--- src/rtl/sr_pkg.sv ---
// Shared constants, state encoding and threshold lookup for the sleep logic
package sr_pkg;
	localparam int CLK_MHZ = 100;
	localparam int BURST_IDLE_US = 20;
	localparam int BURST_IDLE_CYC = BURST_IDLE_US * CLK_MHZ;
	localparam int SLEEP_CONFIRM_CYC = 512;
	localparam int BLANK_SW = 8;
	localparam int BLANK_CYC = 2 * BLANK_SW;
	localparam int RESTART_SW = 12;
	localparam int RESTART_CYC = 2 * RESTART_SW;
	localparam int PCT_FULL = 100;
	localparam int EXIT_ACC_LIMIT = 100;
	localparam logic [6:0] TON_INIT_PCT = 7'h1E;
	localparam logic [6:0] TOFF_INIT_PCT = 7'h32;
	localparam logic [6:0] SOFT_STEP_PCT = 7'h05;
	localparam logic [6:0] SOFT_FLOOR_PCT = 7'h14;
	localparam logic [6:0] DOFF_100K_PCT = 7'h28;
	localparam logic [6:0] DOFF_180K_PCT = 7'h19;
	localparam logic [1:0] EN_CODE_100K = 2'h0;
	localparam logic [1:0] EN_CODE_180K = 2'h1;
	localparam logic [7:0] CTRL_OFF = 8'h00;
	localparam logic [7:0] STATUS_OFF = 8'h04;
	localparam logic [7:0] DUTY_OFF = 8'h08;
	localparam int CTRL_INHIBIT_BIT = 0;
	localparam int CTRL_TON_LSB = 8;
	localparam int CTRL_TOFF_LSB = 16;
	localparam logic [6:0] TON_TARGET_RST = 7'h0A;
	localparam logic [6:0] TOFF_TARGET_RST = 7'h5F;

	typedef enum logic [2:0] {
		ST_STARTUP = 3'h0,
		ST_RUN = 3'h1,
		ST_SOFT = 3'h2,
		ST_SLEEP = 3'h3,
		ST_BURST = 3'h4,
		ST_RESTART = 3'h5,
		ST_OFF = 3'h6
	} state_t;

	// Exit duty by enable class and program class; open enable uses row I
	function automatic logic [6:0] exit_duty(input logic [1:0] en_code,
		input logic [1:0] exit_level_program_pin_code);
		logic [6:0] d;
		d = 7'h00;
		if (en_code == EN_CODE_180K) begin
			unique case (exit_level_program_pin_code)
				2'h0: d = 7'h4B;
				2'h1: d = 7'h46;
				2'h2: d = 7'h3C;
				default: d = 7'h37;
			endcase
		end else begin
			unique case (exit_level_program_pin_code)
				2'h0: d = 7'h50;
				2'h1: d = 7'h4B;
				2'h2: d = 7'h41;
				default: d = 7'h3C;
			endcase
		end
		return d;
	endfunction
endpackage

--- src/rtl/sr_duty_meter.sv ---
// Half-period and conduction timer with serial duty-percent divider
`timescale 1ns/100ps
`default_nettype none
module sr_duty_meter (
	input wire logic clk,
	input wire logic rst_n,
	input wire logic pulse,
	input wire logic cond,
	input wire logic gate,
	input wire logic driving,
	output logic [15:0] period_q,
	output logic [6:0] duty_q,
	output logic duty_valid_q
);
	logic pulse_prev_q, cond_prev_q, gate_prev_q;
	logic per_run_q, cond_run_q;
	logic [15:0] per_cnt_q, cond_cnt_q;
	logic div_busy_q;
	logic [2:0] bit_q;
	logic [22:0] rem_q;
	logic [15:0] div_per_q;
	logic [6:0] quo_q;
	logic pulse_rise, pulse_fall, cond_start, cond_end;
	logic [22:0] trial;
	logic [6:0] quo_next;

	function automatic logic [15:0] sat_inc(input logic [15:0] v);
		return (v == 16'hFFFF) ? v : v + 16'h0001;
	endfunction

	assign pulse_rise = pulse && !pulse_prev_q;
	assign pulse_fall = !pulse && pulse_prev_q;
	assign cond_start = cond && !cond_prev_q;
	// Gate off ends conduction when driving, diode end in sleep
	assign cond_end = driving ? (!gate && gate_prev_q)
		: (!cond && cond_prev_q);
	assign trial = 23'({7'h00, div_per_q} << bit_q);
	assign quo_next = quo_q | 7'(7'h01 << bit_q);

	always_ff @(posedge clk or negedge rst_n) begin
		if (!rst_n) begin
			pulse_prev_q <= 1'b0;
			cond_prev_q <= 1'b0;
			gate_prev_q <= 1'b0;
		end else begin
			pulse_prev_q <= pulse;
			cond_prev_q <= cond;
			gate_prev_q <= gate;
		end
	end

	// Period runs from a pulse's fall to the next pulse's rise
	always_ff @(posedge clk or negedge rst_n) begin
		if (!rst_n) begin
			per_run_q <= 1'b0;
			per_cnt_q <= 16'h0000;
			period_q <= 16'h0000;
		end else if (pulse_fall) begin
			per_run_q <= 1'b1;
			// Fall cycle itself belongs to the period
			per_cnt_q <= 16'h0001;
		end else if (pulse_rise && per_run_q) begin
			per_run_q <= 1'b0;
			period_q <= per_cnt_q;
		end else if (per_run_q) begin
			per_cnt_q <= sat_inc(per_cnt_q);
		end
	end

	always_ff @(posedge clk or negedge rst_n) begin
		if (!rst_n) begin
			cond_run_q <= 1'b0;
			cond_cnt_q <= 16'h0000;
		end else if (pulse_fall) begin
			// Conduction may start on the very cycle the pulse falls
			cond_run_q <= (cond_run_q || cond_start) && !cond_end;
			cond_cnt_q <= {15'h0000, cond_start || (cond_run_q && !cond_end)};
		end else if (cond_start) begin
			cond_run_q <= 1'b1;
			if (per_run_q) cond_cnt_q <= sat_inc(cond_cnt_q);
		end else if (cond_end) begin
			cond_run_q <= 1'b0;
		end else if (cond_run_q && per_run_q) begin
			cond_cnt_q <= sat_inc(cond_cnt_q);
		end
	end

	// Restoring divide over seven cycles; periods are far longer
	always_ff @(posedge clk or negedge rst_n) begin
		if (!rst_n) begin
			div_busy_q <= 1'b0;
			bit_q <= 3'h0;
			rem_q <= 23'h000000;
			div_per_q <= 16'h0000;
			quo_q <= 7'h00;
			duty_q <= 7'h00;
			duty_valid_q <= 1'b0;
		end else begin
			duty_valid_q <= 1'b0;
			if (pulse_rise && per_run_q) begin
				div_busy_q <= 1'b1;
				bit_q <= 3'h6;
				rem_q <= 23'(cond_cnt_q) * 23'(sr_pkg::PCT_FULL);
				div_per_q <= per_cnt_q;
				quo_q <= 7'h00;
			end else if (div_busy_q) begin
				if (div_per_q != 16'h0000 && rem_q >= trial) begin
					rem_q <= rem_q - trial;
					quo_q <= quo_next;
				end
				if (bit_q == 3'h0) begin
					div_busy_q <= 1'b0;
					duty_valid_q <= 1'b1;
					if (div_per_q != 16'h0000 && rem_q >= trial) begin
						duty_q <= (quo_next > 7'(sr_pkg::PCT_FULL))
							? 7'(sr_pkg::PCT_FULL) : quo_next;
					end else begin
						duty_q <= (quo_q > 7'(sr_pkg::PCT_FULL))
							? 7'(sr_pkg::PCT_FULL) : quo_q;
					end
				end else begin
					bit_q <= bit_q - 3'h1;
				end
			end
		end
	end
endmodule
`default_nettype wire

--- src/rtl/sr_sleep_burst_controller.sv ---
// Light-load sleep, burst detection and pin configuration for the SR driver
`timescale 1ns/100ps
`default_nettype none
module sr_sleep_burst_controller (
	input wire logic hclk,
	input wire logic hresetn,
	input wire logic hsel,
	input wire logic [31:0] haddr,
	input wire logic [1:0] htrans,
	input wire logic hwrite,
	input wire logic [2:0] hsize,
	input wire logic [31:0] hwdata,
	input wire logic hready,
	output logic [31:0] hrdata,
	output logic hreadyout,
	output logic hresp,
	input wire logic half_period_clk,
	input wire logic cond_a,
	input wire logic cond_b,
	input wire logic arm_a,
	input wire logic arm_b,
	input wire logic gate_on_a,
	input wire logic gate_on_b,
	input wire logic supply_ok,
	input wire logic en_below_off,
	input wire logic en_above_on,
	input wire logic [1:0] en_level_code,
	input wire logic [1:0] exit_level_program_pin,
	output logic gate_drive_allow,
	output logic low_power,
	output logic en_source_run,
	output logic program_pin_source_current,
	output logic [6:0] ton_mask_pct,
	output logic [6:0] toff_point_pct
);
	sr_pkg::state_t state_q, state_d;
	logic [13:0] sync1_q, sync2_q;
	logic pulse_s, cond_s, gate_s, both_arm_s, supply_s, en_off_s, en_on_s;
	logic [1:0] en_code_s, exit_level_program_pin_code_s, en_cfg_q, exit_level_program_pin_cfg_q;
	logic [15:0] period;
	logic [6:0] duty, doff, don, soft_next, ton_target_q, toff_target_q;
	logic duty_valid, auto_en, inhibit_q, idle_hit, low_hit, exit_hit;
	logic [8:0] low_cnt_q, acc_sum;
	logic [7:0] acc_q;
	logic [4:0] blank_cnt_q, restart_cnt_q;
	logic [11:0] idle_cnt_q;
	logic blank_done, wr_pend_q;
	logic [7:0] wr_addr_q, rd_addr;
	logic [31:0] rd_mux;

	function automatic logic [6:0] step_toward(input logic [6:0] cur,
		input logic [6:0] tgt);
		if (cur < tgt) return cur + 7'h01;
		if (cur > tgt) return cur - 7'h01;
		return cur;
	endfunction

	// Pins are asynchronous to hclk
	always_ff @(posedge hclk or negedge hresetn) begin
		if (!hresetn) begin
			sync1_q <= 14'h0000;
			sync2_q <= 14'h0000;
		end else begin
			sync1_q <= {exit_level_program_pin, en_level_code, en_above_on,
				en_below_off, supply_ok, gate_on_b, gate_on_a, arm_b, arm_a,
				cond_b, cond_a, half_period_clk};
			sync2_q <= sync1_q;
		end
	end
	assign pulse_s = sync2_q[0];
	assign cond_s = sync2_q[1] || sync2_q[2];
	assign both_arm_s = sync2_q[3] && sync2_q[4];
	assign gate_s = sync2_q[5] || sync2_q[6];
	assign supply_s = sync2_q[7];
	assign en_off_s = sync2_q[8];
	assign en_on_s = sync2_q[9];
	assign en_code_s = sync2_q[11:10];
	assign exit_level_program_pin_code_s = sync2_q[13:12];

	sr_duty_meter sr_duty_meter_inst (
		.clk(hclk),
		.rst_n(hresetn),
		.pulse(pulse_s),
		.cond(cond_s),
		.gate(gate_s),
		.driving(gate_drive_allow),
		.period_q(period),
		.duty_q(duty),
		.duty_valid_q(duty_valid)
	);

	// Configuration latched once per supply turn-on
	always_ff @(posedge hclk or negedge hresetn) begin
		if (!hresetn) begin
			en_cfg_q <= 2'h2;
			exit_level_program_pin_cfg_q <= 2'h3;
		end else if (state_q == sr_pkg::ST_STARTUP && supply_s) begin
			en_cfg_q <= en_code_s;
			exit_level_program_pin_cfg_q <= exit_level_program_pin_code_s;
		end
	end
	assign auto_en = !en_cfg_q[1] && !inhibit_q;
	assign doff = (en_cfg_q == sr_pkg::EN_CODE_180K) ? sr_pkg::DOFF_180K_PCT
		: sr_pkg::DOFF_100K_PCT;
	assign don = sr_pkg::exit_duty(en_cfg_q, exit_level_program_pin_cfg_q);

	assign idle_hit = both_arm_s
		&& idle_cnt_q == 12'(sr_pkg::BURST_IDLE_CYC - 1);
	assign low_hit = duty_valid && duty < doff
		&& low_cnt_q == 9'(sr_pkg::SLEEP_CONFIRM_CYC - 1);
	assign acc_sum = {1'b0, acc_q} + {2'h0, duty - don};
	// Larger excess fills the accumulator in fewer cycles
	assign exit_hit = duty_valid && duty > don
		&& acc_sum >= 9'(sr_pkg::EXIT_ACC_LIMIT);
	assign blank_done = blank_cnt_q == 5'(sr_pkg::BLANK_CYC);
	assign soft_next = (toff_point_pct > sr_pkg::SOFT_STEP_PCT)
		? toff_point_pct - sr_pkg::SOFT_STEP_PCT : 7'h00;

	always_comb begin
		state_d = state_q;
		unique case (state_q)
			sr_pkg::ST_STARTUP: state_d = sr_pkg::ST_RUN;
			sr_pkg::ST_RUN: begin
				if (idle_hit) state_d = sr_pkg::ST_BURST;
				else if (auto_en && low_hit) state_d = sr_pkg::ST_SOFT;
			end
			sr_pkg::ST_SOFT: begin
				if (idle_hit) state_d = sr_pkg::ST_BURST;
				else if (duty_valid && soft_next <= sr_pkg::SOFT_FLOOR_PCT)
					state_d = sr_pkg::ST_SLEEP;
			end
			sr_pkg::ST_SLEEP: begin
				if (idle_hit) state_d = sr_pkg::ST_BURST;
				else if (blank_done && exit_hit)
					state_d = sr_pkg::ST_RUN;
			end
			sr_pkg::ST_BURST: begin
				if (exit_hit) state_d = sr_pkg::ST_RESTART;
			end
			sr_pkg::ST_RESTART: begin
				if (duty_valid
					&& restart_cnt_q == 5'(sr_pkg::RESTART_CYC - 1))
					state_d = sr_pkg::ST_RUN;
			end
			sr_pkg::ST_OFF: begin
				if (en_on_s) state_d = sr_pkg::ST_BURST;
			end
			default: state_d = sr_pkg::ST_STARTUP;
		endcase
		if (state_q != sr_pkg::ST_STARTUP && state_q != sr_pkg::ST_OFF
			&& en_off_s)
			state_d = sr_pkg::ST_OFF;
		if (!supply_s) state_d = sr_pkg::ST_STARTUP;
	end

	always_ff @(posedge hclk or negedge hresetn) begin
		if (!hresetn) state_q <= sr_pkg::ST_STARTUP;
		else state_q <= state_d;
	end

	// Pin-facing outputs follow the next state so they align with state_q
	always_ff @(posedge hclk or negedge hresetn) begin
		if (!hresetn) begin
			gate_drive_allow <= 1'b0;
			low_power <= 1'b0;
			en_source_run <= 1'b0;
			program_pin_source_current <= 1'b1;
		end else begin
			gate_drive_allow <= state_d == sr_pkg::ST_RUN
				|| state_d == sr_pkg::ST_SOFT;
			low_power <= state_d == sr_pkg::ST_SLEEP
				|| state_d == sr_pkg::ST_BURST
				|| state_d == sr_pkg::ST_OFF;
			en_source_run <= state_d != sr_pkg::ST_STARTUP;
			program_pin_source_current <=
				state_d == sr_pkg::ST_STARTUP;
		end
	end

	always_ff @(posedge hclk or negedge hresetn) begin
		if (!hresetn) begin
			low_cnt_q <= 9'h000;
		end else if (state_q != sr_pkg::ST_RUN || (duty_valid && duty >= doff)) begin
			low_cnt_q <= 9'h000;
		end else if (duty_valid
			&& low_cnt_q != 9'(sr_pkg::SLEEP_CONFIRM_CYC - 1)) begin
			low_cnt_q <= low_cnt_q + 9'h001;
		end
	end

	always_ff @(posedge hclk or negedge hresetn) begin
		if (!hresetn) begin
			idle_cnt_q <= 12'h000;
		end else if (!both_arm_s || state_q == sr_pkg::ST_BURST
			|| state_q == sr_pkg::ST_RESTART) begin
			idle_cnt_q <= 12'h000;
		end else if (idle_cnt_q != 12'(sr_pkg::BURST_IDLE_CYC - 1)) begin
			idle_cnt_q <= idle_cnt_q + 12'h001;
		end
	end

	always_ff @(posedge hclk or negedge hresetn) begin
		if (!hresetn) begin
			blank_cnt_q <= 5'h00;
		end else if (state_q != sr_pkg::ST_SLEEP) begin
			blank_cnt_q <= 5'h00;
		end else if (duty_valid && !blank_done) begin
			blank_cnt_q <= blank_cnt_q + 5'h01;
		end
	end

	always_ff @(posedge hclk or negedge hresetn) begin
		if (!hresetn) begin
			restart_cnt_q <= 5'h00;
		end else if (state_q != sr_pkg::ST_RESTART) begin
			restart_cnt_q <= 5'h00;
		end else if (duty_valid) begin
			restart_cnt_q <= restart_cnt_q + 5'h01;
		end
	end

	// Excess accumulates only while a wake check is live
	always_ff @(posedge hclk or negedge hresetn) begin
		if (!hresetn) begin
			acc_q <= 8'h00;
		end else if (!(state_q == sr_pkg::ST_BURST
			|| (state_q == sr_pkg::ST_SLEEP && blank_done))) begin
			acc_q <= 8'h00;
		end else if (duty_valid) begin
			acc_q <= (duty > don) ? acc_sum[7:0] : 8'h00;
		end
	end

	always_ff @(posedge hclk or negedge hresetn) begin
		if (!hresetn) begin
			ton_mask_pct <= sr_pkg::TON_INIT_PCT;
			toff_point_pct <= sr_pkg::TOFF_INIT_PCT;
		end else if (state_d == sr_pkg::ST_RUN && state_q != sr_pkg::ST_RUN
			&& state_q != sr_pkg::ST_SOFT) begin
			ton_mask_pct <= sr_pkg::TON_INIT_PCT;
			toff_point_pct <= sr_pkg::TOFF_INIT_PCT;
		end else if (state_q == sr_pkg::ST_RUN && duty_valid) begin
			ton_mask_pct <= step_toward(ton_mask_pct, ton_target_q);
			toff_point_pct <= step_toward(toff_point_pct,
				toff_target_q);
		end else if (state_q == sr_pkg::ST_SOFT && duty_valid) begin
			toff_point_pct <= soft_next;
		end
	end

	// AHB-Lite slave, zero wait states, always OKAY
	assign hreadyout = 1'b1;
	assign hresp = 1'b0;
	assign rd_addr = haddr[7:0];
	always_comb begin
		rd_mux = 32'h00000000;
		unique case (rd_addr)
			sr_pkg::CTRL_OFF: begin
				rd_mux[sr_pkg::CTRL_INHIBIT_BIT] = inhibit_q;
				rd_mux[sr_pkg::CTRL_TON_LSB +: 7] = ton_target_q;
				rd_mux[sr_pkg::CTRL_TOFF_LSB +: 7] = toff_target_q;
			end
			sr_pkg::STATUS_OFF: rd_mux = {9'h000, don, 6'h00, exit_level_program_pin_cfg_q,
				en_cfg_q, gate_drive_allow, low_power, auto_en, state_q};
			sr_pkg::DUTY_OFF: rd_mux = {period, 9'h000, duty};
			default: rd_mux = 32'h00000000;
		endcase
	end

	always_ff @(posedge hclk or negedge hresetn) begin
		if (!hresetn) begin
			hrdata <= 32'h00000000;
			wr_pend_q <= 1'b0;
			wr_addr_q <= 8'h00;
		end else if (hready) begin
			wr_pend_q <= hsel && htrans[1] && hwrite && haddr[31:8] == 24'h000000;
			wr_addr_q <= haddr[7:0];
			if (hsel && htrans[1] && !hwrite && haddr[31:8] == 24'h000000)
				hrdata <= rd_mux;
			else
				hrdata <= 32'h00000000;
		end
	end

	always_ff @(posedge hclk or negedge hresetn) begin
		if (!hresetn) begin
			inhibit_q <= 1'b0;
			ton_target_q <= sr_pkg::TON_TARGET_RST;
			toff_target_q <= sr_pkg::TOFF_TARGET_RST;
		end else if (wr_pend_q && wr_addr_q == sr_pkg::CTRL_OFF) begin
			inhibit_q <= hwdata[sr_pkg::CTRL_INHIBIT_BIT];
			ton_target_q <= hwdata[sr_pkg::CTRL_TON_LSB +: 7];
			toff_target_q <= hwdata[sr_pkg::CTRL_TOFF_LSB +: 7];
		end
	end

	a_sleep_confirm: assert property (@(posedge hclk) disable iff (!hresetn)
		(state_q == sr_pkg::ST_RUN && state_d == sr_pkg::ST_SOFT)
		|-> (low_cnt_q == 9'h1FF && duty < doff))
		else $error("sleep entered before 512 low cycles");
	a_soft_step: assert property (@(posedge hclk) disable iff (!hresetn)
		(state_q == sr_pkg::ST_SOFT && duty_valid && state_d == state_q)
		|=> toff_point_pct < $past(toff_point_pct))
		else $error("soft transition did not lower conduction");
	a_sleep_blank: assert property (@(posedge hclk) disable iff (!hresetn)
		(state_q == sr_pkg::ST_SLEEP && blank_cnt_q != 5'h10 && supply_s
		&& !en_off_s && !idle_hit) |=> state_q == sr_pkg::ST_SLEEP)
		else $error("sleep left during blanking");
	a_gates_off_low: assert property (@(posedge hclk) disable iff (!hresetn)
		low_power |-> !gate_drive_allow)
		else $error("gates allowed in low power");
	a_burst_time: assert property (@(posedge hclk) disable iff (!hresetn)
		(state_q != sr_pkg::ST_BURST && state_d == sr_pkg::ST_BURST
		&& state_q != sr_pkg::ST_OFF) |-> $past(both_arm_s, 8)
		&& idle_cnt_q == 12'h7CF)
		else $error("burst declared without 20 us idle");
	a_restart_wait: assert property (@(posedge hclk) disable iff (!hresetn)
		(state_q == sr_pkg::ST_RESTART && state_d == sr_pkg::ST_RUN)
		|-> restart_cnt_q == 5'h17
		##1 gate_drive_allow)
		else $error("gates restarted before 24 cycles");
	a_wake_init: assert property (@(posedge hclk) disable iff (!hresetn)
		(state_q == sr_pkg::ST_SLEEP && state_d == sr_pkg::ST_RUN)
		|=> ton_mask_pct == 7'h1E && toff_point_pct == 7'h32)
		else $error("wake values not loaded");
	a_cfg_hold: assert property (@(posedge hclk) disable iff (!hresetn)
		(state_q != sr_pkg::ST_STARTUP) ##1 (state_q != sr_pkg::ST_STARTUP)
		|-> $stable(en_cfg_q) && $stable(exit_level_program_pin_cfg_q))
		else $error("configuration changed while supplied");
	a_exit_level_program_pin_src: assert property (@(posedge hclk) disable iff (!hresetn)
		(state_q == sr_pkg::ST_STARTUP) != (!program_pin_source_current
		&& en_source_run))
		else $error("pin sources wrong for state");
	a_en_off: assert property (@(posedge hclk) disable iff (!hresetn)
		(en_off_s && supply_s && state_q != sr_pkg::ST_STARTUP)
		|=> low_power && !gate_drive_allow)
		else $error("enable off did not stop driving");
	c_sleep: cover property (@(posedge hclk) disable iff (!hresetn)
		state_q == sr_pkg::ST_SOFT ##1 state_q == sr_pkg::ST_SLEEP);
	c_wake: cover property (@(posedge hclk) disable iff (!hresetn)
		state_q == sr_pkg::ST_SLEEP ##1 state_q == sr_pkg::ST_RUN);
	c_burst: cover property (@(posedge hclk) disable iff (!hresetn)
		state_q == sr_pkg::ST_RESTART ##1 state_q == sr_pkg::ST_RUN);
	c_en_off: cover property (@(posedge hclk) disable iff (!hresetn)
		state_q == sr_pkg::ST_OFF ##1 state_q == sr_pkg::ST_BURST);
endmodule
`default_nettype wire

--- config.mk ---
export PLATFORM = sky130hd
export DESIGN_NAME = sr_sleep_burst_controller
export DESIGN_NICKNAME = d
export VERILOG_FILES = /design/src/rtl/sr_pkg.sv /design/src/rtl/sr_duty_meter.sv /design/src/rtl/sr_sleep_burst_controller.sv
export SDC_FILE = /design/constraint.sdc
export NUM_CORES = 1
export LEC_CHECK = 0
export ABC_AREA = 1
export BUFFER_PORTS_ARGS = -buffer_cell sky130_fd_sc_hd__buf_4
export CAP_MARGIN = 20
export CORE_ASPECT_RATIO = 2
export CORE_UTILIZATION = 61
export CTS_BUF_LIST = sky130_fd_sc_hd__clkbuf_8 sky130_fd_sc_hd__clkbuf_16
export CTS_CLUSTER_SIZE = 28
export DETAILED_ROUTE_END_ITERATION = 10
export PLACE_DENSITY = 0.81
export SYNTH_ARGS = -nofsm -noshare
export SYNTH_HDL_FRONTEND = slang
export SYNTH_SLANG_ARGS = --single-unit
--- constraint.sdc ---
create_clock -name hclk -period 5 [get_ports hclk]
set_clock_uncertainty 0.2 [all_clocks]
set_input_delay 1.25 -clock hclk [delete_from_list [all_inputs] [get_ports hclk]]
set_output_delay 1.25 -clock hclk [all_outputs]
set_load 0.01 [all_outputs]
Word level (Yosys, flattened, before mapping) --
Index checks and enable logic that the tools add are counted.
Word-level totals: register bits 259, output and inout port bits 52, logic and storage cells 293
Cells by class: $add $sub $neg 15, multiply operators 1, order comparisons 13, equal/unequal tests 36, shifts and indexed selects 2, muxes and demuxes 95, bitwise gates (word level) 3, reductions and logical operators 91
Operators with widths (count):
- 16-bit two-way mux | 10
- 7-bit two-way mux | 21
- 23-bit two-way mux | 3
- 7-bit case mux with 3 select lines | 3
- 3-bit two-way mux | 14
- 1-bit logical AND | 38
- 16-bit by 1-bit adder with 16-bit output (second input constant) | 2
- 16-bit equality test (second input constant) | 2
- 32-bit two-way mux | 1
- 7-bit case mux with 2 select lines | 2
- 9-bit two-way mux | 3
- 1-bit two-way mux | 26
- 24-bit logical NOT | 1
- 12-bit two-way mux | 2
- 8-bit two-way mux | 3
- 23-bit >= comparator | 1
- 16-bit by 3-bit left shift with 23-bit output | 1
- 23-bit subtractor | 1
- 7-bit > comparator | 3
- 16-bit by 5-bit multiplier with 21-bit output (second input constant) | 1
- 3-bit case mux with 7 select lines | 1
- 5-bit two-way mux | 4
- 2-bit nonzero test | 9
- 3-bit nonzero test | 6
- 46 further kinds | 98

Logic depth before layout (Yosys ltp) --
Gate-level depths: netlist of run 1.
depth in word-level cells 24, gate-level depth with buffers 33, gate-level depth less buffers 33

Modules after synthesis --
From an unflattened synthesis of run 1, not the netlist that was laid out.
Unflattened totals: cells, all modules 2398, area, all modules 17531.8 sq um
By module, submodules not included:
- sr_duty_meter | times used 1, cells an instance 1394, area an instance 9291.4 sq um
- sr_sleep_burst_controller | times used 1, cells an instance 1004, area an instance 8240.4 sq um

Worst setup path after synthesis of run 1 --
OpenSTA, ideal clock, no wires.
path type reg2reg, start register exit_level_program_pin_cfg_q[0], end register toff_point_pct[2], data arrival time 3.662 ns, data required time 4.682 ns, path slack 1.021 ns, stages on the path, launching flop included 32, period minus slack after synthesis 3.979 ns, path through dfstp_2 inv_1 ha_1 xor2_1 inv_1 ha_1 inv_1 ha_1 inv_1 nand2_1 a41oi_1 xnor2_1 ha_1 nand2_1 inv_1 nand2_1 nand3_1 nand2_1 nand2_1 inv_1 nand3_1 nand2_1 nand3_2 nand2_1 nand2_1 nand2_1 nand2_2 nor2_4 nand3_4 buf_6 nand4_1 nand2_1
On the way: word-level cells in the longest chain between the ends 18, elaborated cells between the ends (all ways) 26, those cells by class add/sub (2); order compare (2); eq/ne (4); mux (10); reduce/logical (8)
RTL lines:
- start: declaration | RTL line sr_sleep_burst_controller.sv:39 | logic [1:0] en_code_s, exit_level_program_pin_code_s, en_cfg_q, exit_level_program_pin_cfg_q;
- start signal: assignment | RTL line sr_sleep_burst_controller.sv:99 | exit_level_program_pin_cfg_q <= exit_level_program_pin_code_s;
- 2-bit equality test, or another cell as far along | RTL line sr_pkg.sv:46, sr_pkg.sv:53
- 7-bit case mux with 3 select lines (on tied branches) | RTL line sr_pkg.sv:53, sr_pkg.sv:46
- 7-bit two-way mux * | RTL line sr_pkg.sv:45 | if (en_code == EN_CODE_180K) begin
- 7-bit subtractor | RTL line sr_sleep_burst_controller.sv:111 | assign acc_sum = {1'b0, acc_q} + {2'h0, duty - don};
- 8-bit by 7-bit adder with 9-bit output | RTL line sr_sleep_burst_controller.sv:111
- 9-bit by 7-bit >= comparator with 1-bit output | RTL line sr_sleep_burst_controller.sv:114 | && acc_sum >= 9'(sr_pkg::EXIT_ACC_LIMIT);
- 1-bit logical AND * | RTL line sr_sleep_burst_controller.sv:114
- 1-bit logical AND | RTL line sr_sleep_burst_controller.sv:134 | else if (blank_done && exit_hit)
- (+2 left out)
- 3-bit case mux with 7 select lines * | RTL line sr_sleep_burst_controller.sv:121 | unique case (state_q)
- 3-bit two-way mux * | RTL line sr_sleep_burst_controller.sv:150 | if (state_q != sr_pkg::ST_STARTUP && state_q != sr_pkg::ST_OFF
- 3-bit two-way mux * | RTL line sr_sleep_burst_controller.sv:153 | if (!supply_s) state_d = sr_pkg::ST_STARTUP;
- 3-bit by 1-bit equality test with 1-bit output * | RTL line sr_sleep_burst_controller.sv:238 | end else if (state_d == sr_pkg::ST_RUN && state_q != sr_pkg::ST_RUN
- 1-bit logical AND * | RTL line sr_sleep_burst_controller.sv:238
- 1-bit logical AND * | RTL line sr_sleep_burst_controller.sv:239 | && state_q != sr_pkg::ST_SOFT) begin
- 4-bit by 2-bit != test with 1-bit output (no source line) or 3-bit nonzero test (tied branches)
- 2-bit AND reduction (no source line)
- end signal: assignment | RTL line sr_sleep_burst_controller.sv:237 | toff_point_pct <= sr_pkg::TOFF_INIT_PCT;
- end signal: assignment | RTL line sr_sleep_burst_controller.sv:241 | toff_point_pct <= sr_pkg::TOFF_INIT_PCT;
- end signal: assignment | RTL line sr_sleep_burst_controller.sv:244 | toff_point_pct <= step_toward(toff_point_pct,
- end: declaration | RTL line sr_sleep_burst_controller.sv:34 | output logic [6:0] toff_point_pct
Every way passes the cells marked *; elsewhere a longest branch is shown, timed or not. A chain may end at the register's enable or synchronous reset.

Final worst setup path of run 1 --
start register exit_level_program_pin_cfg_q[0], end register toff_point_pct[3]
The elaborated chain is that of the path after synthesis.

==> results_dict.tcl, run 1 <==
set metrics [dict create \
    path_common_cell "nand2_1" \
    nets 2425 \
    clock_path_buffers 3 \
    diodes 0 \
    clock.fmax_ghz 0.217 \
    hold_depth 0 \
    coreArea_um2 26300 \
    holdCritStartpoint "sync1_q[0]" \
    min_to "sync2_q[0]" \
    cts.sinks 258 \
    grt_start_max_net_pins 91 \
    port_buffers 115 \
    cpPeakStageDelay_ns 0.56 \
    end_kind "flop" \
    fp-row-count 84 \
    worstPathArrival_ns 4.83 \
    finalHoldViolations 0 \
    critPathMaxFanout 7 \
    first_iter_violations 767 \
    insertion_delay_ns 0.54 \
    drv_cap 0 \
    yosys.area.top_type "dfrtp_1" \
    yosysWarnings 0 \
    ant_nets 0 \
    cts-root-buf "clkbuf_16" \
    clk_pin_slew_ns 0.07 \
    dieWidth_um 118 \
    place_ws_ns 0.239 \
    rr_startpoint "exit_level_program_pin_cfg_q[0]" \
    drt_first_pass_iters 7 \
    post-cts-setup-buffers 0 \
    relSlewSlack_pct 36.2 \
    period_needed_ns 4.60 \
    num_io_pins 140 \
    die_area_um2 27400 \
    routed_wl_um 42700 \
    dieHeight_um 233 \
    avgSynthCellArea_um2 7.80 \
    routabilityCongestion 0.972 \
    setup_violations 0 \
    cts_hold_buf 0 \
    worst_slack_ns 0.397 \
    crit_slowest_cell "dfstp_2" \
    p_leak_nw 9.35 \
    slew_viol_final 0 \
    synth_cell_types 63 \
    vias 14800 \
    synth_most_common_cell "nand2_1" \
    area_delta_synth_final_pct 12.5 \
    antenna_found_initial 0 \
    dp_hpwl_um 33100 \
    stdcell_area_um2 18300 \
    reg2reg_slack_ns 0.40 \
    drive_gt1_share_pct 11.0 \
    cts_buffers 24 \
    setup_tns_ns 0 \
    htreeDepth 1 \
    grt_pass1_vias 15100 \
    power_density_nw_per_um2 556 \
    yosys-top-cells-area "dfrtp_1 37%, nand2_1 10%, ha_1 10%, inv_1 7.3%, o21ai_0 7.1%" \
    synthArstFlopShare_pct 100 \
    crit_required_ns 5.22 \
    syn_inst 2088 \
    post-route-drc-count 0 \
    synth_edf_count 0 \
    worst_slew_pin_slew_ns 0.951 \
    worstRegToRegCells 30 \
    crit_type "reg2reg" \
    vias_per_cell 5.78 \
    hold_path_class "reg2reg" \
    synth_common_cells "436 x nand2_1, 315 x inv_1, 239 x dfrtp_1, 232 x o21ai_0, 140 x nor2_1" \
    synth_flop_cell "dfrtp_1" \
    overflow 0 \
    yosysSeqAreaShare_pct 39.8 \
    syn_area_um2 16300 \
    nFillCells 2231 \
    peakVddDrop_v 0.000631 \
    reg2reg_to "toff_point_pct[3]" \
    track_usage_pct 32.2 \
    cts_tree "done" \
    ys_ff_latch 258 \
    start_util_pct 62.0 \
    period_share_pct 92.1 \
    synth_top_cell_area_share_pct 36.7 \
    placed_area_um2 17500 \
    cp-start-kind "flop" \
    wl_per_cell_um 16.7 \
    grt_pass1_wl_um 70700 \
    outcome "finished clean" \
]
-- worst max-delay path: cells and delay by family, from the launching register on --
family | cells | cell delay, ns
simple gates | 21 | 1.94
fa+ha+maj | 3 | 0.98
xor+xnor | 1 | 0.25
flops | 1 | 0.56
buf+inv | 3 | 0.31
compound gates | 2 | 0.24
-- per-layer routing --
metal	up-vias	global-route usage, %	routed length (µm)
met3	195	2.86	1490
li1	7132	-	-
met5	-	0	0
met1	6994	31.5	14700
met2	441	62.1	23200
met4	0	24.0	3300
-- layout make-up --
class,instances,area (µm²),share of cell area [%]
multi-input cells,1457,8400,45.8
flip-flops and latches,258,6480,35.4
inverters,323,1210,6.62
repair buffers,130,1010,5.51
clock buffers,29,681,3.72
well taps,344,430,2.35
clock inverters,15,109,0.594
-- logic make-up (layout without fill, tap and decap cells) --
kind of cell / Yosys count / after routing / share of synthesized area (%)
simple gates: 796 / 796 / 21.3
flops: 258 / 258 / 39.8
other cells: 2 / 3 / 0.0461
compound gates: 475 / 475 / 16.1
fa+ha+maj: 144 / 144 / 11.6
mux: 6 / 6 / 0.392
buf+inv: 374 / 497 / 8.97
xor+xnor: 33 / 33 / 1.78
-- power breakdown --
part	switching (mW)	leakage, nW	internal (mW)
registers	0.367	3.31	2.42
logic	3.56	5.62	1.98
clock network	0.824	0.409	1.02
-- stage by stage --
step                util (%)  hold WS [ns]  instances  power, mW
global placement        66.6         0.132       2512       8.05
detailed placement      66.6         0.135       2512       8.19
floorplan                  -         0.131       2089       6.73
finish                  69.7         0.150       2556       10.2
CTS                     69.6         0.151       2556       10.1
global route            69.7         0.153       2556       11.0
-- flip-flops by register name, indices dropped and copies added, names as in the netlist, 8 cells and up --
name / flops
wr_addr_q: 8
sync2_q: 14
sr_duty_meter_inst.div_per_q: 16
sr_duty_meter_inst.cond_cnt_q: 16
idle_cnt_q: 12
low_cnt_q: 9
acc_q: 8
hrdata: 31
sr_duty_meter_inst.rem_q: 23
sr_duty_meter_inst.per_cnt_q: 16
sync1_q: 14
sr_duty_meter_inst.period_q: 16
-- placed cells by master (no fill, tap or decap), drive strengths merged, types with 4 or more instances in the layout --
cell type	count
clkbuf	29
a21oi	141
nand3b	4
fa	13
xnor2	13
nand2	452
xor2	20
o22ai	20
or2	7
ha	130
nand4	34
inv	326
a21o	6
nor3	32
dfrtp	239
dfstp	19
nor4	18
o21a	4
nor2	145
o31ai	6
a22o	9
a31oi	23
o21ai	236
clkinv	10
o211ai	8
a221oi	4
a211oi	6
nand3	97
buf	130
-- how the worst max path moves through the flow --
stage,start,slack [ns],end
floorplan,exit_level_program_pin_cfg_q[0],1.02,toff_point_pct[2]
global placement,exit_level_program_pin_cfg_q[0],0.31,toff_point_pct[1]
detailed placement,exit_level_program_pin_cfg_q[0],0.24,toff_point_pct[2]
CTS,exit_level_program_pin_cfg_q[0],0.22,toff_point_pct[1]
global route,exit_level_program_pin_cfg_q[0],-0.04,toff_point_pct[1]
finish,exit_level_program_pin_cfg_q[0],0.40,toff_point_pct[3]
-- timing repair --
| action | 4_1_cts | 5_1_grt |
|---|---|---|
| gates resized for setup | 0 | 7 |
| endpoints found under the hold margin | 0 | 0 |
| endpoints found under the setup margin | 0 | 18 |
Power figures use the tool's default switching activity.
==> run 2, diff against run 1 <==
ABC_AREA = not set   (was 1)
CTS_BUF_LIST = not set   (was sky130_fd_sc_hd__clkbuf_8 sky130_fd_sc_hd__clkbuf_16)
SYNTH_HIERARCHICAL = 1   (was not set)
==> run 2 against run 1 <==
Against the previous run: synthesized area rose by 1.6%; core utilization rose by 0.42 points; die area increased by 1.6%; sequential share of layout area down 0.90 points; via count fell by 6.1%; global-route usage shrank 0.098 points; largest power group unchanged.
==> results_dict.tcl, run 2 <==
set metrics [dict create \
    outcome "finished clean" \
    yosysSeqAreaShare_pct 39.2 \
    cts_hold_buf 0 \
    die_area_um2 27800 \
    startpoint "exit_level_program_pin_cfg_q[1]" \
    yosys.area.top_type "dfrtp_1" \
    worst_slew_pin_slew_ns 1.12 \
    synth_top_family_by_area "simple AND/OR/NAND/NOR gates" \
    crit_required_ns 5.25 \
    drv_cap 0 \
    diodes 0 \
    dieWidth_um 118 \
    coreArea_um2 26800 \
    dp_hpwl_um 33400 \
    synth_flop_cell "dfrtp_1" \
    synth_most_common_cell "dfrtp_1" \
    overflow 0 \
    fp-row-count 85 \
    synth_common_cells "239 x dfrtp_1, 206 x nand2_1, 143 x nor2_1, 132 x inv_1, 130 x ha_1" \
    yosysWarnings 6 \
    largest_reg_flops 31 \
    rr_startpoint "exit_level_program_pin_cfg_q[1]" \
    crit_cells 22 \
    track_usage_pct 32.1 \
    vias_per_cell 6.16 \
    peakVddDrop_v 0.000324 \
    crit_type "reg2reg" \
    worstPathArrival_ns 5.13 \
    end_kind "flop" \
    area_delta_synth_final_pct 13.6 \
    port_buffers 115 \
    synth_mux_area_share_pct 6.02 \
    worst_slack_ns 0.116 \
    critPathMaxFanout 6 \
    max_flop_register "hrdata" \
    ant_nets 0 \
    reg2reg_to "ton_mask_pct[4]" \
    setup_violations 0 \
    worstRegToRegCells 22 \
    cp-start-kind "flop" \
    drt_first_pass_iters 6 \
    grt_start_max_net_pins 101 \
    clock.fmax_ghz 0.205 \
    crit_slowest_cell "dfstp_2" \
    cts_buffers 24 \
    hold_path_class "reg2reg" \
    finalHoldViolations 0 \
    synth_top_cell_area_share_pct 36.1 \
    htreeDepth 1 \
    nets 2114 \
    yosys-top-cells-area "dfrtp_1 36%, ha_1 9.8%, nand2_1 4.7%, nor2_1 3.2%, mux2i_1 3.0%" \
    grt_pass1_vias 14400 \
    drive_gt1_share_pct 15.4 \
    synth_xor_area_share_pct 5.35 \
    clk_pin_slew_ns 0.07 \
    post-route-drc-count 0 \
    synth_fa_ha_area_share_pct 11.5 \
    cp-endpoint "ton_mask_pct[4]" \
    slew_viol_final 0 \
    insertion_delay_ns 0.54 \
    hold_depth 0 \
    ys_ff_latch 258 \
    period_needed_ns 4.88 \
    synth-simple-area-share_pct 17.8 \
    p_leak_nw 8.90 \
    place_ws_ns -0.0490 \
    dieHeight_um 235 \
    routabilityCongestion 0.975 \
    p_total_mw 10.4 \
    relSlewSlack_pct 25.6 \
    num_io_pins 140 \
    grt_pass1_wl_um 71100 \
    synth_compound_area_share_pct 15.2 \
    cts.sinks 258 \
    final_cell_mix "239 x dfrtp_1, 206 x nand2_1, 143 x nor2_1" \
    avgSynthCellArea_um2 9.30 \
    path_buf_inv 4 \
    antenna_found_initial 0 \
    synth_cell_types 96 \
    post-cts-setup-buffers 0 \
    power_density_nw_per_um2 553 \
    synth_edf_count 0 \
    reg2reg_slack_ns 0.12 \
    layout_commonest_cell "dfrtp_1" \
    largestRegisters "hrdata (31), sr_duty_meter_inst/rem_q (23)" \
    start_util_pct 61.7 \
    clock_path_buffers 3 \
    vias 13900 \
    cts-root-buf "clkbuf_16" \
    nFillCells 2134 \
    first_iter_violations 885 \
    cpLargestDelayFamily "compound AO/OA/AOI/OAI gates" \
    path_cells "inv_1 -> buf_4 -> ha_1 -> a21oi_2 -> xnor2_1 -> inv_1 -> ha_1 -> a21oi_2 -> o2bb2ai_1 -> a21boi_0 -> o21bai_1 -> xor2_1 -> ha_2 -> nor3b_1 -> o22a_1 -> a211o_1 -> o2111ai_2 -> and3_4 -> o31a_4 -> nor2_2 -> buf_12 -> or3b_1" \
    syn_inst 1780 \
    wl_per_cell_um 19.5 \
    cpPeakStageDelay_ns 0.56 \
    routed_wl_um 43900 \
    syn_area_um2 16500 \
    cts_tree "done" \
    period_share_pct 97.7 \
    synthArstFlopShare_pct 100 \
]
## run 2: cell types whose count changed after synthesis, sizes merged, moves of 27 or more
cell	before	now
nand2	452	206
inv	321	134
o21ai	236	81
a21oi	141	93
mux2i	3	51
xnor2	13	57
nand3	97	57
nor2b	0	30
mux2	3	30
## run 2: what timing repair did
item,in CTS,in global routing
endpoints found under the setup margin,3,16
resized for setup,2,19
pin swaps,0,9
## run 2: stage by stage
stage	TNS, ns	hold WS [ns]	std cells	util, %	instance area, µm²
global placement	-0.0640	0.133	2205	66.6	17900
floorplan	0	0.131	1781	-	16600
finish	0	0.144	2249	70.1	18800
global route	-0.376	0.153	2249	70.1	18800
detailed placement	-0.0589	0.135	2205	66.6	17900
CTS	0	0.147	2249	69.8	18700
## run 2: cell families after synthesis
family	Yosys count
AND/OR/NAND/NOR	614
AO/OA/AOI/OAI	369
flip-flops	258
buffers and inverters	205
adder cells (fa/ha/maj)	144
XOR/XNOR	101
multiplexers	87
other	2
## run 2: area by class of cell
| cell class | instances | area (µm²) | share of cell area (%) |
|---|---|---|---|
| tap | 348 | 435 | 2.32 |
| timing repair buffer | 147 | 1160 | 6.18 |
| clock inverter | 14 | 173 | 0.919 |
| inverter | 134 | 505 | 2.69 |
| sequential | 258 | 6480 | 34.5 |
| multi-input combinational | 1318 | 9370 | 49.8 |
| clock buffer | 30 | 674 | 3.59 |
## run 2: worst min-delay path by stage
stage	from	end	slack (ns)
4_1_cts	sync1_q[1]	sync2_q[1]	0.15
5_1_grt	sync1_q[2]	sync2_q[2]	0.15
3_3_place_gp	sync1_q[12]	sync2_q[12]	0.13
3_5_place_dp	sync1_q[1]	sync2_q[1]	0.13
6_report	sync1_q[1]	sync2_q[1]	0.14
2_1_floorplan	sync1_q[0]	sync2_q[0]	0.13
## run 2: where the power goes
group	leakage, nW	total, mW	switching (mW)	internal (mW)
logic	5.16	5.62	3.20	2.42
registers	3.34	2.81	0.413	2.39
clock network	0.406	1.97	0.840	1.13
## run 2: worst reg2reg max path: cells and delay by family (launching register included)
kind / cells / cell delay [ns]
AO/OA/AOI/OAI: 9 / 1.62
XOR/XNOR: 2 / 0.35
adder cells (fa/ha/maj): 3 / 0.79
buffers and inverters: 4 / 0.45
flip-flops: 1 / 0.56
AND/OR/NAND/NOR: 4 / 0.84
## run 2: per-layer routing
metal	GRT usage (%)	part of all wire (%)
met1	31.5	34
met2	61.4	55
met3	3.50	3.4
met4	22.3	7.6
met5	0	0
==> run 3, diff against run 2 <==
REMOVE_ABC_BUFFERS = 1   (was not set)
SKIP_CTS_REPAIR_TIMING = 1   (was not set)
==> run 3 against run 2 <==
Against the previous run: worst setup slack got worse by 0.0065 ns; combinational power grew 7.5%; critical path depth unchanged; largest power group unchanged.
==> results_dict.tcl, run 3 (synthesis gave the netlist of run 2 again) <==
set metrics [dict create \
    worstRegToRegCells 22 \
    cp-endpoint "ton_mask_pct[4]" \
    relSlewSlack_pct 33.6 \
    period_share_pct 97.8 \
    end_kind "flop" \
    cts.sinks 258 \
    area_delta_synth_final_pct 14.9 \
    wl_per_cell_um 19.7 \
    rsz0062_at_grt "true" \
    vias 13900 \
    die_area_um2 27800 \
    cts_tree "done" \
    period_needed_ns 4.89 \
    p_leak_nw 9.03 \
    drv_cap 0 \
    cpLargestDelayFamily "compound AO/OA/AOI/OAI gates" \
    htreeDepth 1 \
    peakVddDrop_v 0.000403 \
    finalHoldViolations 0 \
    hold_path_class "reg2reg" \
    path_cells "inv_2 -> buf_4 -> ha_4 -> nor3b_4 -> a21oi_2 -> xnor2_1 -> inv_1 -> ha_2 -> a21oi_2 -> o2bb2ai_1 -> a21boi_0 -> o21bai_2 -> xor2_1 -> ha_2 -> nor3b_2 -> o22a_1 -> a211o_1 -> o2111ai_2 -> and3_4 -> o31a_4 -> nor2_4 -> or3b_1" \
    first_iter_violations 823 \
    crit_type "reg2reg" \
    cpPeakStageDelay_ns 0.54 \
    slew_viol_final 0 \
    post-route-drc-count 0 \
    worstPathArrival_ns 5.15 \
    place_ws_ns -0.150 \
    setup_violations 0 \
    outcome "finished clean" \
    fp-row-count 85 \
    diodes 0 \
    routabilityCongestion 0.957 \
    routed_wl_um 44900 \
    critPathMaxFanout 6 \
    track_usage_pct 32.5 \
    worst_slack_ns 0.109 \
    num_io_pins 140 \
    start_util_pct 61.7 \
    startpoint "exit_level_program_pin_cfg_q[0]" \
    clock.fmax_ghz 0.204 \
    max_flop_register "hrdata" \
    cp-start-kind "flop" \
    power_density_nw_per_um2 564 \
    insertion_delay_ns 0.54 \
    coreArea_um2 26800 \
    dieHeight_um 235 \
    grt_start_max_net_pins 115 \
    clock_path_buffers 3 \
    ant_nets 0 \
    antenna_found_initial 0 \
    path_buf_inv 3 \
    layout_commonest_cell "dfrtp_1" \
    dp_hpwl_um 33500 \
    port_buffers 115 \
    reg2reg_slack_ns 0.11 \
    largest_reg_flops 31 \
    drive_gt1_share_pct 17.1 \
    final_core_util_pct 70.9 \
    largestRegisters "hrdata (31), sr_duty_meter_inst/rem_q (23)" \
    worst_slew_pin_slew_ns 0.992 \
    nets 2143 \
    vias_per_cell 6.12 \
    reg2reg_to "ton_mask_pct[4]" \
    crit_cells 22 \
    drt_first_pass_iters 5 \
    dieWidth_um 118 \
    grt_pass1_vias 14700 \
    cts_buffers 25 \
    crit_slowest_cell "dfstp_2" \
    nFillCells 2119 \
    rr_startpoint "exit_level_program_pin_cfg_q[0]" \
    overflow 0 \
    crit_required_ns 5.26 \
    final_cell_mix "239 x dfrtp_1, 205 x nand2_1, 172 x buf_4" \
    grt_pass1_wl_um 71900 \
    cts-root-buf "clkbuf_16" \
    clk_pin_slew_ns 0.07 \
]
## run 3: worst min path at each step
stage,endpoint,from,depth (start not counted)
floorplan,sync2_q[0],sync1_q[0],0
global placement,sync2_q[6],sync1_q[6],0
detailed placement,sync2_q[5],sync1_q[5],0
CTS,sync2_q[5],sync1_q[5],0
global route,sync2_q[2],sync1_q[2],0
finish,sync2_q[2],sync1_q[2],0
## run 3: layout make-up
type | count | area (µm²) | share of cell area (%)
Timing Repair Buffer | 175 | 1340 | 7.04
Tap cell | 348 | 435 | 2.29
Inverter | 134 | 505 | 2.66
Clock inverter | 12 | 97.6 | 0.514
Clock buffer | 33 | 706 | 3.71
Multi-Input combinational cell | 1318 | 9440 | 49.7
Sequential cell | 258 | 6480 | 34.1
## run 3: per-stage QoR
step | instances | instance area (µm²) | hold WS, ns | setup TNS, ns | total power [mW]
detailed placement | 2226 | 18000 | 0.135 | -0.545 | 8.27
global route | 2278 | 19000 | 0.153 | -0.281 | 11.4
CTS | 2271 | 18800 | 0.149 | -0.903 | 10.2
global placement | 2226 | 18000 | 0.133 | -0.411 | 8.12
finish | 2278 | 19000 | 0.146 | 0 | 10.7
floorplan | 1710 | 16200 | 0.131 | 0 | 6.50
## run 3: layer usage
metal  share of wire (%)  vias to the layer above  wire [µm]  global-route usage (%)
met5                   0                        -          0                       0
met4                 7.2                        0       3250                    23.4
met3                 3.2                      170       1450                    3.59
met2                  55                      371      24900                    63.0
met1                  34                     6877      15300                    31.0
li1                    -                     6521          -                       -
## run 3: worst register-to-register path: stages (launching register included)
cell	delay, ns
dfstp_2	0.54
inv_2	0.05
buf_4	0.15
ha_4	0.17
nor3b_4	0.22
a21oi_2	0.08
xnor2_1	0.23
inv_1	0.07
ha_2	0.19
a21oi_2	0.13
o2bb2ai_1	0.08
a21boi_0	0.11
o21bai_2	0.21
xor2_1	0.23
ha_2	0.36
nor3b_2	0.17
o22a_1	0.17
a211o_1	0.30
o2111ai_2	0.26
and3_4	0.24
o31a_4	0.16
nor2_4	0.07
or3b_1	0.39
## run 3: power by group
part | switching [mW] | total [mW] | internal (mW) | leakage (nW)
registers | 0.410 | 2.80 | 2.39 | 3.34
logic | 3.32 | 6.04 | 2.72 | 5.29
clock network | 0.836 | 1.88 | 1.05 | 0.398
total | 4.56 | 10.7 | 6.16 | 9.03
